==> config.mk <==
export PLATFORM = sky130hd
export DESIGN_NAME = ufm_flow_ctrl
export DESIGN_NICKNAME = d
export VERILOG_FILES = /design/src/ufm_pkg.sv /design/src/ufm_flow_ctrl.sv /design/src/ufm_turnaround.sv
export SDC_FILE = /design/constraint.sdc
export NUM_CORES = 1
export LEC_CHECK = 0
export ABC_AREA = 1
export ABC_CLOCK_PERIOD_IN_PS = 2000
export BUFFER_PORTS_ARGS = -buffer_cell sky130_fd_sc_hd__buf_2
export CAP_MARGIN = 10
export CORE_MARGIN = 2
export CORE_UTILIZATION = 48
export CTS_CLUSTER_SIZE = 40
export DETAILED_ROUTE_END_ITERATION = 12
export PLACE_DENSITY = 0.88
export RECOVER_POWER = 25
export SETUP_SLACK_MARGIN = 0.1
export SLEW_MARGIN = 5
export SYNTH_ARGS = -nofsm -noshare
export SYNTH_HDL_FRONTEND = slang
export SYNTH_SLANG_ARGS = --single-unit
==> constraint.sdc <==
create_clock -name ref_clk -period 2 [get_ports ref_clk]
set_input_delay 0.4 -clock ref_clk [delete_from_list [all_inputs] [get_ports ref_clk]]
set_output_delay 0.4 -clock ref_clk [all_outputs]
set_load 0.01 [all_outputs]
==> src/ufm_pkg.sv <==
`default_nettype none
package ufm_pkg;

    // Handshake configuration byte, one per channel block
    localparam logic [7:0]  FLOW_CFG_ADDR   = 8'h0c;
    localparam int          HALF_DUPLEX_BIT = 3;
    localparam logic [7:0]  FLOW_CFG_RESET  = 8'h00;

    // Flow control mode field values
    localparam logic [2:0]  MODE_NONE = 3'h0;
    localparam logic [2:0]  MODE_HW   = 3'h1;
    localparam logic [2:0]  MODE_SW   = 3'h2;
    localparam logic [2:0]  MODE_MD3  = 3'h3;
    localparam logic [2:0]  MODE_MD4  = 3'h4;

    // Pin function select values
    localparam logic [2:0]  PINF_GPIO = 3'h0;
    localparam logic [2:0]  PINF_RTS  = 3'h1;
    localparam logic [2:0]  PINF_DTR  = 3'h2;
    localparam logic [2:0]  PINF_XCVR = 3'h3;

    // Pin positions
    localparam int          NUM_PINS  = 6;
    localparam int          PIN_RING  = 0;
    localparam int          PIN_DSR   = 2;
    localparam int          PIN_DTR   = 3;
    localparam int          PIN_CTS   = 4;
    localparam int          PIN_RTS   = 5;

    // Bulk-in packet size and low-latency baud threshold
    localparam logic [9:0]  PKT_MAX        = 10'h040;
    localparam logic [23:0] LOWLAT_BAUD    = 24'h00b749;

    // Turnaround delay limits in bit times
    localparam logic [3:0]  TAD_NONE = 4'h0;

    // Turnaround sequencer states
    typedef enum logic [1:0] {
        TAD_IDLE  = 2'b00,
        TAD_SEND  = 2'b01,
        TAD_COUNT = 2'b10
    } ufm_tad_type;

endpackage
`default_nettype wire

==> src/ufm_flow_ctrl.sv <==
`timescale 1ns/1ps
`default_nettype none
module ufm_flow_ctrl #(
    parameter int BITW = 16,
    parameter int CNTW = 10
) (
    // Clock and reset
    input  wire logic            ref_clk,
    input  wire logic            reset_n,
    // Configuration
    input  wire logic [7:0]      flow_cfg_wr,
    input  wire logic            flow_cfg_we,
    output logic      [7:0]      flow_cfg_rd,
    input  wire logic [2:0]      pin_func,
    input  wire logic [3:0]      turnaround_delay_reg,
    input  wire logic [7:0]      resume_char,
    input  wire logic [7:0]      pause_char,
    input  wire logic [BITW-1:0] bit_cycles,
    input  wire logic            low_latency_bit,
    input  wire logic            line_coding_stb,
    input  wire logic [23:0]     line_coding_baud,
    // General-purpose pins
    input  wire logic [5:0]      gpio_in,
    input  wire logic [5:0]      gpio_dout,
    input  wire logic [5:0]      gpio_dir,
    output logic      [5:0]      gpio_out,
    output logic      [5:0]      gpio_oe,
    // Transmitter
    input  wire logic            tx_busy,
    input  wire logic            tx_done,
    input  wire logic            tx_empty,
    output logic                 tx_allow,
    // Receiver
    input  wire logic            rx_line_in,
    output logic                 rx_line_out,
    input  wire logic            rx_valid,
    input  wire logic [7:0]      rx_data,
    input  wire logic            rx_bit9,
    output logic                 rx_store,
    output logic      [7:0]      rx_store_data,
    output logic                 rx_enabled,
    input  wire logic            rx_fifo_room,
    input  wire logic [CNTW-1:0] rx_fifo_count,
    // Bulk-in
    input  wire logic            bulkin_req,
    output logic                 bulkin_grant,
    output logic      [6:0]      bulkin_len,
    output logic                 low_latency,
    // Suspend and wakeup
    input  wire logic            suspended,
    input  wire logic            wake_attr,
    output logic                 remote_wake
);
    logic [3:0]      cfg_ff;
    logic [5:0]      pin_out_ff;
    logic [5:0]      pin_oe_ff;
    logic            tx_allow_ff;
    logic            rx_line_ff;
    logic            rx_store_ff;
    logic [7:0]      rx_data_ff;
    logic            match_ff;
    logic            paused_ff;
    logic            bulkin_grant_ff;
    logic [6:0]      bulkin_len_ff;
    logic            auto_ll_ff;
    logic            low_latency_ff;
    logic            ring_prev_ff;
    logic            wake_ff;
    logic            rx_en_ff;
    logic            rx_take;
    logic            xcvr_hold;
    logic [2:0]      mode;
    logic            half_duplex;
    logic            hw_rts;
    logic            hw_dtr;
    logic            multidrop;
    logic            addr_hit;
    logic            throttle_in;
    logic            nxt_tx_allow;

    assign mode        = cfg_ff[2:0];
    assign half_duplex = cfg_ff[ufm_pkg::HALF_DUPLEX_BIT];
    assign hw_rts      = (mode == ufm_pkg::MODE_HW) && (pin_func == ufm_pkg::PINF_RTS);
    assign hw_dtr      = (mode == ufm_pkg::MODE_HW) && (pin_func == ufm_pkg::PINF_DTR);
    assign multidrop   = (mode == ufm_pkg::MODE_MD3) || (mode == ufm_pkg::MODE_MD4);
    assign addr_hit    = (rx_data == resume_char) || (rx_data == pause_char);
    assign rx_take     = rx_valid && !(half_duplex && tx_busy);

    // Handshake configuration byte, upper nibble reads zero
    always_ff @(posedge ref_clk) begin
        if (!reset_n)
            cfg_ff <= ufm_pkg::FLOW_CFG_RESET[3:0];
        else if (flow_cfg_we)
            cfg_ff <= flow_cfg_wr[3:0];
    end
    assign flow_cfg_rd = {4'h0, cfg_ff};

    // Direction line hold through the frame and the turnaround delay
    ufm_turnaround #(
        .BITW (BITW)
    ) u_turnaround (
        .ref_clk    (ref_clk),
        .reset_n    (reset_n),
        .tx_busy    (tx_busy),
        .tx_done    (tx_done),
        .tx_empty   (tx_empty),
        .delay_bits (turnaround_delay_reg),
        .bit_cycles (bit_cycles),
        .hold       (xcvr_hold)
    );

    // Pin drivers: GPIO by default, modem or transceiver lines by function
    always_ff @(posedge ref_clk) begin
        if (!reset_n) begin
            pin_out_ff <= 6'h00;
            pin_oe_ff  <= 6'h00;
        end else begin
            pin_out_ff <= gpio_dout;
            pin_oe_ff  <= gpio_dir;
            if (hw_rts) begin
                pin_out_ff[ufm_pkg::PIN_RTS] <= ~rx_fifo_room;
                pin_oe_ff[ufm_pkg::PIN_RTS]  <= 1'b1;
                pin_oe_ff[ufm_pkg::PIN_CTS]  <= 1'b0;
            end else if (hw_dtr) begin
                pin_out_ff[ufm_pkg::PIN_DTR] <= ~rx_fifo_room;
                pin_oe_ff[ufm_pkg::PIN_DTR]  <= 1'b1;
                pin_oe_ff[ufm_pkg::PIN_DSR]  <= 1'b0;
            end else if (pin_func == ufm_pkg::PINF_XCVR) begin
                pin_out_ff[ufm_pkg::PIN_RTS] <= ~xcvr_hold;
                pin_oe_ff[ufm_pkg::PIN_RTS]  <= 1'b1;
            end
        end
    end
    assign gpio_out = pin_out_ff;
    assign gpio_oe  = pin_oe_ff;

    // Remote throttle input, active low
    always_comb begin
        throttle_in = 1'b0;
        if (hw_rts)
            throttle_in = gpio_in[ufm_pkg::PIN_CTS];
        else if (hw_dtr)
            throttle_in = gpio_in[ufm_pkg::PIN_DSR];
    end

    // Transmit permission; gating only the next start lets a character finish
    always_comb begin
        case (mode)
            ufm_pkg::MODE_NONE: nxt_tx_allow = 1'b1;
            ufm_pkg::MODE_HW:   nxt_tx_allow = ~throttle_in;
            ufm_pkg::MODE_SW:   nxt_tx_allow = ~paused_ff;
            ufm_pkg::MODE_MD3:  nxt_tx_allow = 1'b1;
            ufm_pkg::MODE_MD4:  nxt_tx_allow = match_ff;
            default:            nxt_tx_allow = 1'b1;
        endcase
    end
    always_ff @(posedge ref_clk) begin
        if (!reset_n)
            tx_allow_ff <= 1'b1;
        else
            tx_allow_ff <= nxt_tx_allow;
    end
    assign tx_allow = tx_allow_ff;

    // Pause and resume characters
    always_ff @(posedge ref_clk) begin
        if (!reset_n)
            paused_ff <= 1'b0;
        else if (mode != ufm_pkg::MODE_SW)
            paused_ff <= 1'b0;
        else if (rx_take && rx_data == pause_char)
            paused_ff <= 1'b1;
        else if (rx_take && rx_data == resume_char)
            paused_ff <= 1'b0;
    end

    // Half-duplex: receive line held idle while transmitting
    always_ff @(posedge ref_clk) begin
        if (!reset_n)
            rx_line_ff <= 1'b1;
        else
            rx_line_ff <= (half_duplex && tx_busy) ? 1'b1 : rx_line_in;
    end
    assign rx_line_out = rx_line_ff;

    // Address match state for multidrop; registered receiver enable follows it
    always_ff @(posedge ref_clk) begin
        if (!reset_n) begin
            match_ff <= 1'b0;
            rx_en_ff <= 1'b1;
        end else if (!multidrop) begin
            match_ff <= 1'b0;
            rx_en_ff <= 1'b1;
        end else if (rx_take && rx_bit9) begin
            match_ff <= addr_hit;
            rx_en_ff <= addr_hit;
        end else begin
            rx_en_ff <= match_ff;
        end
    end
    assign rx_enabled = rx_en_ff;

    // Receive store path: address bytes never reach the FIFO in multidrop modes
    always_ff @(posedge ref_clk) begin
        if (!reset_n) begin
            rx_store_ff <= 1'b0;
            rx_data_ff  <= 8'h00;
        end else begin
            rx_store_ff <= 1'b0;
            if (rx_take) begin
                if (!multidrop) begin
                    rx_store_ff <= 1'b1;
                    rx_data_ff  <= rx_data;
                end else if (!rx_bit9 && match_ff) begin
                    rx_store_ff <= 1'b1;
                    rx_data_ff  <= rx_data;
                end
            end
        end
    end
    assign rx_store      = rx_store_ff;
    assign rx_store_data = rx_data_ff;

    // Low-latency mode from line coding or the control bit
    always_ff @(posedge ref_clk) begin
        if (!reset_n) begin
            auto_ll_ff     <= 1'b0;
            low_latency_ff <= 1'b0;
        end else begin
            if (line_coding_stb)
                auto_ll_ff <= (line_coding_baud < ufm_pkg::LOWLAT_BAUD);
            low_latency_ff <= auto_ll_ff | low_latency_bit;
        end
    end
    assign low_latency = low_latency_ff;

    // Bulk-in grant: full packets normally, any data in low latency
    always_ff @(posedge ref_clk) begin
        if (!reset_n) begin
            bulkin_grant_ff <= 1'b0;
            bulkin_len_ff   <= 7'h00;
        end else begin
            bulkin_grant_ff <= 1'b0;
            if (bulkin_req) begin
                if (rx_fifo_count >= CNTW'(ufm_pkg::PKT_MAX)) begin
                    bulkin_grant_ff <= 1'b1;
                    bulkin_len_ff   <= ufm_pkg::PKT_MAX[6:0];
                end else if (low_latency_ff && rx_fifo_count != '0) begin
                    bulkin_grant_ff <= 1'b1;
                    bulkin_len_ff   <= rx_fifo_count[6:0];
                end
            end
        end
    end
    assign bulkin_grant = bulkin_grant_ff;
    assign bulkin_len   = bulkin_len_ff;

    // Remote wakeup on a falling ring-pin edge while suspended
    always_ff @(posedge ref_clk) begin
        if (!reset_n) begin
            ring_prev_ff <= 1'b1;
            wake_ff      <= 1'b0;
        end else begin
            ring_prev_ff <= gpio_in[ufm_pkg::PIN_RING];
            wake_ff      <= suspended && wake_attr && !gpio_dir[ufm_pkg::PIN_RING]
                            && ring_prev_ff && !gpio_in[ufm_pkg::PIN_RING];
        end
    end
    assign remote_wake = wake_ff;
endmodule
`default_nettype wire

==> src/ufm_turnaround.sv <==
`timescale 1ns/1ps
`default_nettype none
module ufm_turnaround #(
    parameter int BITW = 16
) (
    // Clock and reset
    input  wire logic            ref_clk,
    input  wire logic            reset_n,
    // Transmitter status
    input  wire logic            tx_busy,
    input  wire logic            tx_done,
    input  wire logic            tx_empty,
    // Configuration
    input  wire logic [3:0]      delay_bits,
    input  wire logic [BITW-1:0] bit_cycles,
    // Direction line hold, high while driven
    output logic                 hold
);
    ufm_pkg::ufm_tad_type state_ff;
    logic [BITW-1:0]      div_ff;
    logic [3:0]           bits_ff;
    logic                 bit_tick;

    // Bit-time enable pulse from the divider
    assign bit_tick = (state_ff == ufm_pkg::TAD_COUNT) && (div_ff == '0);

    // Sequencer: hold through the frame, then count whole bit times
    always_ff @(posedge ref_clk) begin
        if (!reset_n) begin
            state_ff <= ufm_pkg::TAD_IDLE;
            div_ff   <= '0;
            bits_ff  <= 4'h0;
        end else begin
            case (state_ff)
                ufm_pkg::TAD_IDLE: begin
                    if (tx_busy)
                        state_ff <= ufm_pkg::TAD_SEND;
                end
                ufm_pkg::TAD_SEND: begin
                    if (tx_done && tx_empty) begin
                        if (delay_bits == ufm_pkg::TAD_NONE) begin
                            state_ff <= ufm_pkg::TAD_IDLE;
                        end else begin
                            state_ff <= ufm_pkg::TAD_COUNT;
                            div_ff   <= bit_cycles - 1'b1;
                            bits_ff  <= delay_bits;
                        end
                    end
                end
                ufm_pkg::TAD_COUNT: begin
                    if (tx_busy) begin
                        state_ff <= ufm_pkg::TAD_SEND;
                    end else if (bit_tick) begin
                        div_ff  <= bit_cycles - 1'b1;
                        bits_ff <= bits_ff - 1'b1;
                        if (bits_ff == 4'h1)
                            state_ff <= ufm_pkg::TAD_IDLE;
                    end else begin
                        div_ff <= div_ff - 1'b1;
                    end
                end
                default: state_ff <= ufm_pkg::TAD_IDLE;
            endcase
        end
    end

    assign hold = (state_ff != ufm_pkg::TAD_IDLE) || tx_busy;
endmodule
`default_nettype wire

# Word level (Yosys, flattened, before mapping)
# Index checks and enable logic that the tools add are counted.
[classes]
add_sub_neg = 3
n_mul = 0
n_div = 0
order_cmp = 2
n_eq_ne = 21
n_shift = 0
muxes = 41
bitwise_logic = 6
reduce_logical = 41
[op_table]
columns = ["cell", "n"]
rows = [
  ["two-way mux 16 bit", 4],
  ["case mux 16 bit (2 select lines)", 1],
  ["subtractor 16 x 1 -> 16 bit, second input constant", 2],
  ["< comparator 24 x 16 -> 1 bit, second input constant", 1],
  ["two-way mux 1 bit", 17],
  ["equality test 8 bit", 2],
  ["zero test 16 bit", 1],
  ["two-way mux 2 bit", 8],
  ["two-way mux 4 bit", 4],
  ["two-way mux 8 bit", 2],
  ["logical AND 1 bit", 15],
  ["two-way mux 7 bit", 2],
  ["equality test 3 x 2 -> 1 bit, second input constant", 4],
  ["greater-or-equal comparator 10 x 7 -> 1 bit, second input constant", 1],
  ["AND reduction 2 bit", 5],
  ["nonzero test 10 bit", 1],
  ["case mux 4 bit (2 select lines)", 1],
  ["AND reduction 4 bit", 2],
  ["nonzero test 2 bit", 4],
  ["equality test 3 x 1 -> 1 bit, second input constant", 2],
  ["inequality test 2 x 1 -> 1 bit, second input constant", 3],
  ["inequality test 2 bit, second input constant", 3],
  ["inequality test 3 x 2 -> 1 bit, second input constant", 2],
  ["case mux 2 bit (3 select lines)", 1],
  ["other kinds (15)", 26],
]
[word_totals]
regBits = 64
latch_bits = 0
ramBits = 0
mem_bits_ro = 0
out_inout_bits = 42
n_memories = 0

# Depth between registers and ports, before layout
# Gate-level depths: netlist of run 1.
[logic_depth]
word_depth = 6
depth_mapped = 11

# Cells and area by module
# From an unflattened synthesis of run 1, not the netlist that was laid out.
[hier_totals]
cells_unflattened = 592
area_unflattened_um2 = 3844.9
[modules_own_cells]
columns = ["mod", "instances", "cells_per_inst", "area_per_inst_um2"]
rows = [
  ["ufm_flow_ctrl", 1, 267, 1968.1],
  ["ufm_turnaround", 1, 325, 1876.8],
]

# Worst setup path after synthesis of run 1
# No wires, ideal clock.
[synth_path]
path_kind = "in2reg"
from = "input bit_cycles[0]"
to = "register u_turnaround.div_ff[10]"
setup_ns = 0.119
arrival_ns = 1.313
t_required_ns = 1.881
path_slack_ns = 0.567
stages = 9
cell_sequence = "inv_1 > ha_1 > nand2_1 > nor2_1 > nand2_1 > xor2_1 > nand2_1 > nand2_1 > a21oi_1"
[synth_between]
elab_chain_cells = 4
[synth_lines]
columns = ["item", "line_no", "source"]
rows = [
  ["start, declared", "ufm_flow_ctrl.sv:18", "input wire logic [BITW-1:0] bit_cycles,"],
  ["subtractor 16 x 1 -> 16 bit (*)", "ufm_turnaround.sv:45, ufm_turnaround.sv:54", ""],
  ["two-way mux 16 bit, on equally long branches", "ufm_turnaround.sv:53, ufm_turnaround.sv:41", ""],
  ["two-way mux 16 bit, on equally long branches", "ufm_turnaround.sv:51, ufm_turnaround.sv:40", ""],
  ["case mux 16 bit (2 select lines) (*)", "ufm_turnaround.sv:34", "case (state_ff)"],
  ["end signal, assigned", "ufm_turnaround.sv:45", "div_ff <= bit_cycles - 1'b1;"],
  ["end signal, assigned", "ufm_turnaround.sv:54", "div_ff <= bit_cycles - 1'b1;"],
  ["end signal, assigned", "ufm_turnaround.sv:59", "div_ff <= div_ff - 1'b1;"],
  ["end, declared", "ufm_turnaround.sv:20", "logic [BITW-1:0] div_ff;"],
]
# Every way passes the cells marked *; elsewhere a longest branch is shown, timed or not. The select of a mux whose other input is x is not followed.
# A chain may end at the register's enable or synchronous reset.

# Worst setup path in the final report of run 1
[layout_path]
from = "register u_turnaround.div_ff[0]"
to = "register u_turnaround.div_ff[4]"
[layout_between]
elab_chain_cells = 5
[layout_lines]
columns = ["item", "line_no", "source"]
rows = [
  ["parallel branches: the longest is 2 deep, another holds subtractor 16 x 1 -> 16 bit", "--", ""],
  ["two-way mux 16 bit (*)", "ufm_turnaround.sv:53", "end else if (bit_tick) begin"],
  ["two-way mux 16 bit (*)", "ufm_turnaround.sv:51", "if (tx_busy) begin"],
  ["case mux 16 bit (2 select lines) (*)", "ufm_turnaround.sv:34", ""],
]
# Mark *: on every way between the ends. The select of a mux whose other input is x is not followed.

==> run summary, run 1 <==
The post-CTS setup-driven buffer insertion count came out at 0. Overall power consumption after layout is estimated at ~0.0032 W. From bottom edge to top edge, the die measures about 93 µm.

The max-slew headroom at the worst pin came out at a little over two fifths. The final hold violation count came out at 0. In the routed design, unresolved DRC markers number 0. The area of the die came out at 8660 µm².

For the final routed database, the setup TNS stands at 0 ns. The worst clock skew on the final layout is 0.0147 ns. The antenna violation net count after detailed routing is 0.

The die width came out at between 90 and 100 µm. The synthesized cell area is 3810 µm². Counting every instance in the synthesized netlist gives roughly 560. The number of buffers added by the clock tree synthesis step came out at 9. The worst register-to-register path ends at u_turnaround.div_ff[4]$_SDFFE_PN0P_.

The total power per unit cell area is 665 nW/µm². The hold path endpoint is rx_line_out$_SDFF_PP1_. The number of antenna violations at the first check in global routing came out at 0. The count of maximum capacitance violations is 0. The final cycle utilization of the critical path is a little over four fifths. The first-pass iteration count of the detailed router came out at 4. In this run the mean area of a mapped cell was 6.85 µm². Across all layers, the routed design uses 4075 vias.

Global routing consumed, over all layers together, a little over a fifth of the routing resources. The final critical-path required period came out at roughly 1.7 ns. The number of distinct library cell variants in the gate-level netlist after synthesis came out at 44. The clock passes through at most 2 buffers. The sum of net half-perimeters after detailed placement came out at ~7.7 mm.

The actual transition at the worst max-transition pin is between 0.8 and 0.9 ns. The final design area excluding fillers came out at around 4800 µm². Setup repair after global routing left no endpoint under its margin. The port buffer count is approximately 150.

The number of standard-cell rows in the floorplan is 32. Setup slack on the worst reg-to-reg path comes out at 0.31 ns. Of the cells placed in the final design, the portion with a size suffix greater than 1 is 28.2%.

Synthesis inferred 64 register bits. The final weighted congestion of routability-driven global placement came out at 0.895. The leakage power came out at 2.45 nW. The total area inside the core boundary comes to ~7700 µm². The post-place instance area is 4630 µm². The capturing element type of the critical path is a flop.

The total overflow left after global routing is 0. The worst-path maximum fanout is 14. The clock transition at the registers of the reported paths is 0.08 ns. The first global-routing pass estimated 15.8 mm of wire. The share of total power in sequential cells is between 40% and 50%. The initial core utilization came out at about half. The final wirelength is between 9 and 10 mm. The largest net degree at the start of global routing came out at 20.

The via count of the first global-routing pass is 3877. In this run the worst hold path is classified as in -> reg. The number of instances on the worst hold path is 3.

The required time at the endpoint of the critical path came out at about 2.2 ns. Leaving out fill and tap cells, the most frequent cell in the layout is sky130_fd_sc_hd__buf_2. Measured in cells, the most critical reg-to-reg path has a length of 8. Per report_power, the clock group accounts for between 30% and 40% of the total. The count of pins over their slew limit is 0. Across the VDD grid, the largest voltage drop is roughly 0.30 mV. The clock reaches the later pin of the worst-skew pair after ~0.32 ns.

By startpoint and endpoint, the worst setup path is classified as reg -> reg. The worst hold path begins at rx_line_in. The DRC marker count from the first detailed-route iteration came out at ~210.

The switching power of the nets came out at 0.000975 W. The sequential cell area fraction in the yosys report came out at around 34%. TritonCTS built the clock tree. Net switching is between 30% and 40% of the power. The total of endpoints with negative setup slack in the final report came out at 0. Counting every sink on the clock net gives 64. In this run the critical register-to-register path is launched from u_turnaround.div_ff[0]$_SDFFE_PN0P_.

The critical path arrival came out at between 1.5 and 2 ns. The tree is rooted in a sky130_fd_sc_hd__clkbuf_8. The top cell types in the final layout, fill and taps aside, are sky130_fd_sc_hd__buf_2 (151), sky130_fd_sc_hd__nand2_1 (122), sky130_fd_sc_hd__nor2_1 (79). For this run, the top clock speed supported by timing is between 500 and 600 MHz. After detailed routing, the average wire length per cell comes to between 10 and 15 µm. The post-CTS resize count is 0.

For this design, the CTS-stage hold fixing added 0 buffers. The layout overhead on the synthesized area came out at 26.0%. The count of antenna diodes in the layout came out at 0. The H-tree was split into 3 levels.

The number of vias per cell after detailed routing came out at approximately 5. The number of top-level pins is around 160. The net count of the finished layout is 838.

STA classifies the critical path startpoint as a flop. Combinational cells account for between 20% and 30% of the total power. The run finished with clean final reports. The total of warnings raised by yosys is 0. The internal power contribution is about 0.0022 W.
-- per-stage QoR --
step	cells	setup slack, ns	util, %	hold slack, ns
5_1_grt	818	0.151	62.4	0.243
3_3_place_gp	803	0.328	60.2	0.419
6_report	818	0.309	62.4	0.254
2_1_floorplan	559	0.567	-	0.414
3_5_place_dp	803	0.276	60.2	0.431
4_1_cts	818	0.320	62.6	0.244
-- worst max path at each step --
stage	cells past startpoint	start	to	slack, ns
2_1_floorplan	9	bit_cycles[0]	u_turnaround.div_ff[10]$_SDFFE_PN0P_	0.57
3_3_place_gp	10	bit_cycles[0]	u_turnaround.div_ff[10]$_SDFFE_PN0P_	0.33
3_5_place_dp	10	bit_cycles[0]	u_turnaround.div_ff[10]$_SDFFE_PN0P_	0.28
4_1_cts	8	u_turnaround.div_ff[0]$_SDFFE_PN0P_	u_turnaround.div_ff[4]$_SDFFE_PN0P_	0.32
5_1_grt	8	u_turnaround.div_ff[0]$_SDFFE_PN0P_	u_turnaround.div_ff[6]$_SDFFE_PN0P_	0.15
6_report	8	u_turnaround.div_ff[0]$_SDFFE_PN0P_	u_turnaround.div_ff[4]$_SDFFE_PN0P_	0.31
-- synthesized netlist by cell type, drive strengths merged --
master / n / area [µm²]
nand2: 135 / 573
nor2: 88 / 400
dfxtp: 64 / 1280
inv: 64 / 240
nand3: 48 / 240
o21ai: 45 / 229
a21oi: 32 / 179
xnor2: 21 / 184
buf: 14 / 115
xor2: 8 / 70.1
nand3b: 6 / 45.0
nor3: 5 / 25.0
ha: 4 / 50.1
nand4: 4 / 25.0
o211ai: 4 / 53.8
nor4: 3 / 25.0
a31oi: 2 / 12.5
or2: 2 / 12.5
and2: 1 / 6.26
clkbuf: 1 / 3.75
conb: 1 / 3.75
nor4b: 1 / 8.76
o21a: 1 / 7.51
o21bai: 1 / 7.51
o221ai: 1 / 8.76
-- flip-flops by register name, indices dropped and copies added (netlist names), 2 cells and up --
name	count
u_turnaround.div_ff	16
rx_store_data	8
bulkin_len	7
gpio_oe	6
gpio_out	6
cfg_ff	4
u_turnaround.bits_ff	4
u_turnaround.state_ff	2
-- logic make-up after synthesis --
kind of cell    Yosys count  share of synthesized area [%]
fa+ha+maj                 4                           1.31
simple gates            293                           35.8
flops                    64                           33.7
xor+xnor                 29                           6.67
buf+inv                  79                           9.43
other cells               1                         0.0985
compound gates           86                           13.1
-- critical path, stage by stage, from the launching register on --
cell,delay [ns]
sky130_fd_sc_hd__dfxtp_1,0.34
sky130_fd_sc_hd__inv_1,0.07
sky130_fd_sc_hd__ha_1,0.23
sky130_fd_sc_hd__nand2_2,0.15
sky130_fd_sc_hd__nor2_4,0.08
sky130_fd_sc_hd__a21oi_4,0.38
sky130_fd_sc_hd__nand3_1,0.14
sky130_fd_sc_hd__nand2_1,0.09
sky130_fd_sc_hd__a21oi_1,0.05
-- power by group through the flow --
stage                     sequential (W)  clock, W  combinational (W)
after global routing             0.00140   0.00115           0.000835
after floorplan                  0.00143         0           0.000468
after CTS                        0.00139   0.00108           0.000750
after detailed placement         0.00142         0           0.000747
after global placement           0.00141         0           0.000723
final                            0.00139   0.00106           0.000746
-- layer usage --
| metal | track usage (%) | vias up | part of all wire, % |
|---|---|---|---|
| met5 | 0 | - | 0 |
| met4 | 6.37 | 0 | 1.0 |
| met3 | 4.43 | 9 | 7.1 |
| met2 | 41.7 | 160 | 50 |
| met1 | 24.7 | 1826 | 42 |
| li1 | - | 2080 | - |
-- area by class of cell --
| type | count | area [µm²] |
|---|---|---|
| clock buffers | 9 | 124 |
| clock inverters | 6 | 61.3 |
| fillers | 710 | 2890 |
| inverters | 64 | 240 |
| multi-input cells | 416 | 2180 |
| flip-flops and latches | 64 | 1280 |
| well taps | 102 | 128 |
| repair buffers | 157 | 786 |
Note: power is estimated with default switching activity, not from simulation.
==> inputs of run 2 (changes only) <==
ABC_CLOCK_PERIOD_IN_PS = 1600   (was 2000)
clock period = 1.6 ns   (was 2 ns; I/O delays follow)
==> run 2 against run 1 <==
Sequential power rose by 25%. Combinational power rose by 46%. Register-to-register slack worse by 0.24 ns. Largest cell class unchanged. Largest power group unchanged.
==> run summary, run 2 (same netlist as run 1, synthesis figures left out) <==
Result of the run: finished, final reports clean (unchanged). The DRC marker count from the first detailed-route iteration came out at 163 (was 211). The number of vias per cell after detailed routing is 5.08 (was 4.98). The worst slack at placement is 0.0102 ns (was 0.276 ns).

The net count of the finished layout is 862 (was 838). The number of levels the H-tree was split into came out at 3 (unchanged). The total of endpoints with negative setup slack in the final report was 0 (unchanged). The capturing element type of the critical path is a flop (unchanged). The actual transition at the worst max-transition pin is 0.719 ns (was 0.853 ns). The final critical-path required period is 1.53 ns (was 1.69 ns). The initial core utilization is 49.5% (unchanged). The die width is 93.1 µm (unchanged). The worst clock skew on the final layout was 0.0102 ns (was 0.0147 ns). The most frequent standard cell in the layout excluding fill and tap cells is sky130_fd_sc_hd__buf_2 (unchanged). The aggregate global-route resource usage is 23.7% (was 22.0%). The placeable core region was 7690 µm² (unchanged). The vertical die dimension is 93.1 µm (unchanged).

The cell at the slowest stage of the critical path was sky130_fd_sc_hd__dfxtp_2 (was sky130_fd_sc_hd__a21oi_4). The total negative setup slack is 0 ns (unchanged). The final weighted congestion of routability-driven global placement came out at 0.898 (was 0.895). The via count of the routed design is 4284 (was 4075). The critical path arrival came out at 1.80 ns (was 1.86 ns). The sum of net half-perimeters after detailed placement came out at 7.66 mm (was 7.69 mm). The total overflow reported by the global router came to 0 (unchanged). The number of antenna violations at the first check in global routing is 0 (unchanged). The largest net degree at the start of global routing is 23 (was 20). The worst-path maximum fanout came to 8 (was 14). The first-pass iteration count of the detailed router came out at 4 (unchanged). The source-to-sink clock delay at the later pin of the worst-skew pair is 0.34 ns (was 0.32 ns).

The antenna violation net count after detailed routing is 0 (unchanged). The max-slew headroom at the worst pin was 52.0% (was 43.1%). The total DRC errors in the routed layout came out at 0 (unchanged). The total design power is 0.00421 W (was 0.00319 W). The count of pins over their slew limit came to 0 (unchanged).

The count of maximum capacitance violations was 0 (unchanged). The peak per-stage delay on the critical path came out at 0.34 ns (was 0.38 ns). The hold path endpoint is remote_wake$_SDFF_PN0_ (was rx_line_out$_SDFF_PP1_).

The mean routed wirelength per cell came to 12.8 µm (was 11.7 µm). The share of final-layout standard cells stronger than drive strength 1 came out at 35.9% (was 28.2%). The kind of critical path is reg -> reg (unchanged). The number of top-level pins is 164 (unchanged). The register ranked first by flip-flop count is u_turnaround.div_ff (unchanged). The final wirelength is 10.8 mm (was 9.55 mm).

The internal power contribution is 0.00291 W (was 0.00222 W). The total power per unit cell area is 808 nW/µm² (was 665 nW/µm²). The required time at the endpoint of the critical path is 1.87 ns (was 2.17 ns). The flip-flop count of the largest register, all copies and words added is 16 (unchanged). The number of instances on the worst hold path came out at 2 (was 3). The number of standard-cell rows in the floorplan was 32 (unchanged). The beginning of the worst hold path was gpio_dir[0] (was rx_line_in). The layout overhead on the synthesized area came out at 36.9% (was 26.0%).

The share of total power in sequential cells came to 41.3% (was 43.5%). The TritonCTS clock tree is built (unchanged). The final cycle utilization of the critical path is 95.8% (was 84.5%). The combinational power share came out at 25.8% (was 23.4%).

The count of antenna diodes in the layout came out at 0 (unchanged). The final hold violation count is 0 (unchanged). The switching power of the nets is 0.00130 W (was 0.000975 W). The slack of the critical path came out at 0.0669 ns (was 0.309 ns). The top achievable clock speed is 652 MHz (was 591 MHz).

The port buffer count came out at 152 (unchanged). Setup repair after global routing missed its margin: yes (was no). The via count of the first global-routing pass is 3948 (was 3877). The path type of the worst min-delay path is in -> reg (unchanged). The final hold slack is 0.165 ns (was 0.254 ns).

The switching portion of total power is 30.9% (was 30.6%). Most frequent cells in the layout: sky130_fd_sc_hd__buf_2 (151), sky130_fd_sc_hd__nand2_1 (118), sky130_fd_sc_hd__nor2_1 (72) (was sky130_fd_sc_hd__buf_2 (151), sky130_fd_sc_hd__nand2_1 (122), sky130_fd_sc_hd__nor2_1 (79)). The reg-to-reg startpoint was u_turnaround.div_ff[0]$_SDFFE_PN0P_ (unchanged). The post-cts hold buffer count came to 0 (unchanged). The wire length of the first global-routing pass is 16.6 mm (was 15.8 mm). The clock transition at the registers of the reported paths is 0.08 ns (about the same). The clock root buffer is sky130_fd_sc_hd__clkbuf_8 (unchanged). The kind of launch point of the worst setup path is a flop (unchanged). The register-to-register setup slack came to 0.07 ns (was 0.31 ns). The number of clock sinks came to 64 (unchanged). The depth of the worst register-to-register path is 12 (was 8).

The part of the power in the clock network was 32.9% (was 33.1%). The endpoint of the worst-slack reg-to-reg timing path is u_turnaround.div_ff[3]$_SDFFE_PN0P_ (was u_turnaround.div_ff[4]$_SDFFE_PN0P_). The number of buffers on the longest clock path came out at 2 (unchanged). The peak ir drop on the vdd network is 0.430 mV (was 0.299 mV). The area of the die came out at 8660 µm² (unchanged). The number of buffers added by the clock tree synthesis step came out at 9 (unchanged). The leakage power is 2.63 nW (was 2.45 nW). Cell chain of the critical path: inv_4 > ha_4 > nand2_4 > nor2_4 > buf_6 > nand2_4 > nand2_8 > buf_6 > nand2_8 > nand2_2 > o21ai_2 > a21oi_2 (was inv_1 > ha_1 > nand2_2 > nor2_4 > a21oi_4 > nand3_1 > nand2_1 > a21oi_1).
==> run 2: metrics by stage <==
| step | cells | cell area [µm²] | utilization [%] |
|---|---|---|---|
| floorplan | 559 | 3820 | - |
| global placement | 806 | 4670 | 60.8 |
| detailed placement | 806 | 4670 | 60.8 |
| CTS | 837 | 5060 | 65.8 |
| global route | 843 | 5210 | 67.8 |
| finish | 843 | 5210 | 67.8 |
==> run 2: power by group through the flow <==
| stage | Sequential, W | Combinational [W] | Clock, W |
|---|---|---|---|
| floorplan | 0.00179 | 0.000585 | 0 |
| global placement | 0.00177 | 0.000911 | 0 |
| detailed placement | 0.00177 | 0.000944 | 0 |
| CTS | 0.00174 | 0.00100 | 0.00141 |
| global route | 0.00175 | 0.00120 | 0.00150 |
| finish | 0.00174 | 0.00109 | 0.00138 |
==> run 2: routing by layer <==
layer / global-route usage (%) / up-vias / wire length, µm
met5: 0 / - / 0
met4: 10.3 / 0 / 255
met3: 4.75 / 35 / 765
met2: 43.1 / 182 / 5510
met1: 26.8 / 1929 / 4230
li1: - / 2138 / -
==> run 2: worst max-delay path by stage <==
stage,from,to,depth (start not counted)
global route,u_turnaround.div_ff[0]$_SDFFE_PN0P_,u_turnaround.div_ff[15]$_SDFFE_PN0P_,11
detailed placement,bit_cycles[0],u_turnaround.div_ff[10]$_SDFFE_PN0P_,10
finish,u_turnaround.div_ff[0]$_SDFFE_PN0P_,u_turnaround.div_ff[3]$_SDFFE_PN0P_,12
global placement,bit_cycles[0],u_turnaround.div_ff[10]$_SDFFE_PN0P_,10
floorplan,u_turnaround.div_ff[0]$_SDFFE_PN0P_,u_turnaround.div_ff[2]$_SDFFE_PN0P_,10
CTS,u_turnaround.div_ff[0]$_SDFFE_PN0P_,u_turnaround.div_ff[14]$_SDFFE_PN0P_,12
==> run 2: repair_timing <==
action                                  4_1_cts  5_1_grt
pin swaps                                     7       19
endpoints found under the setup margin       15       28
gates resized for setup                      15       43
gates cloned                                  2        0
buffers inserted                             13        7
==> run 2: cell type report <==
class / instances / area (µm²)
sequential: 64 / 1290
clock inverter: 6 / 58.8
timing repair buffer: 181 / 1050
multi-input combinational: 416 / 2300
tap: 102 / 128
clock buffer: 10 / 138
fill: 627 / 2480
inverter: 64 / 246
==> run 2: worst max-delay path, delay by kind of cell (launching register included) <==
| kind | cells | cell delay, ns |
|---|---|---|
| fa+ha+maj | 1 | 0.15 |
| compound gates | 2 | 0.17 |
| simple gates | 6 | 0.50 |
| flops | 1 | 0.34 |
| buf+inv | 3 | 0.30 |
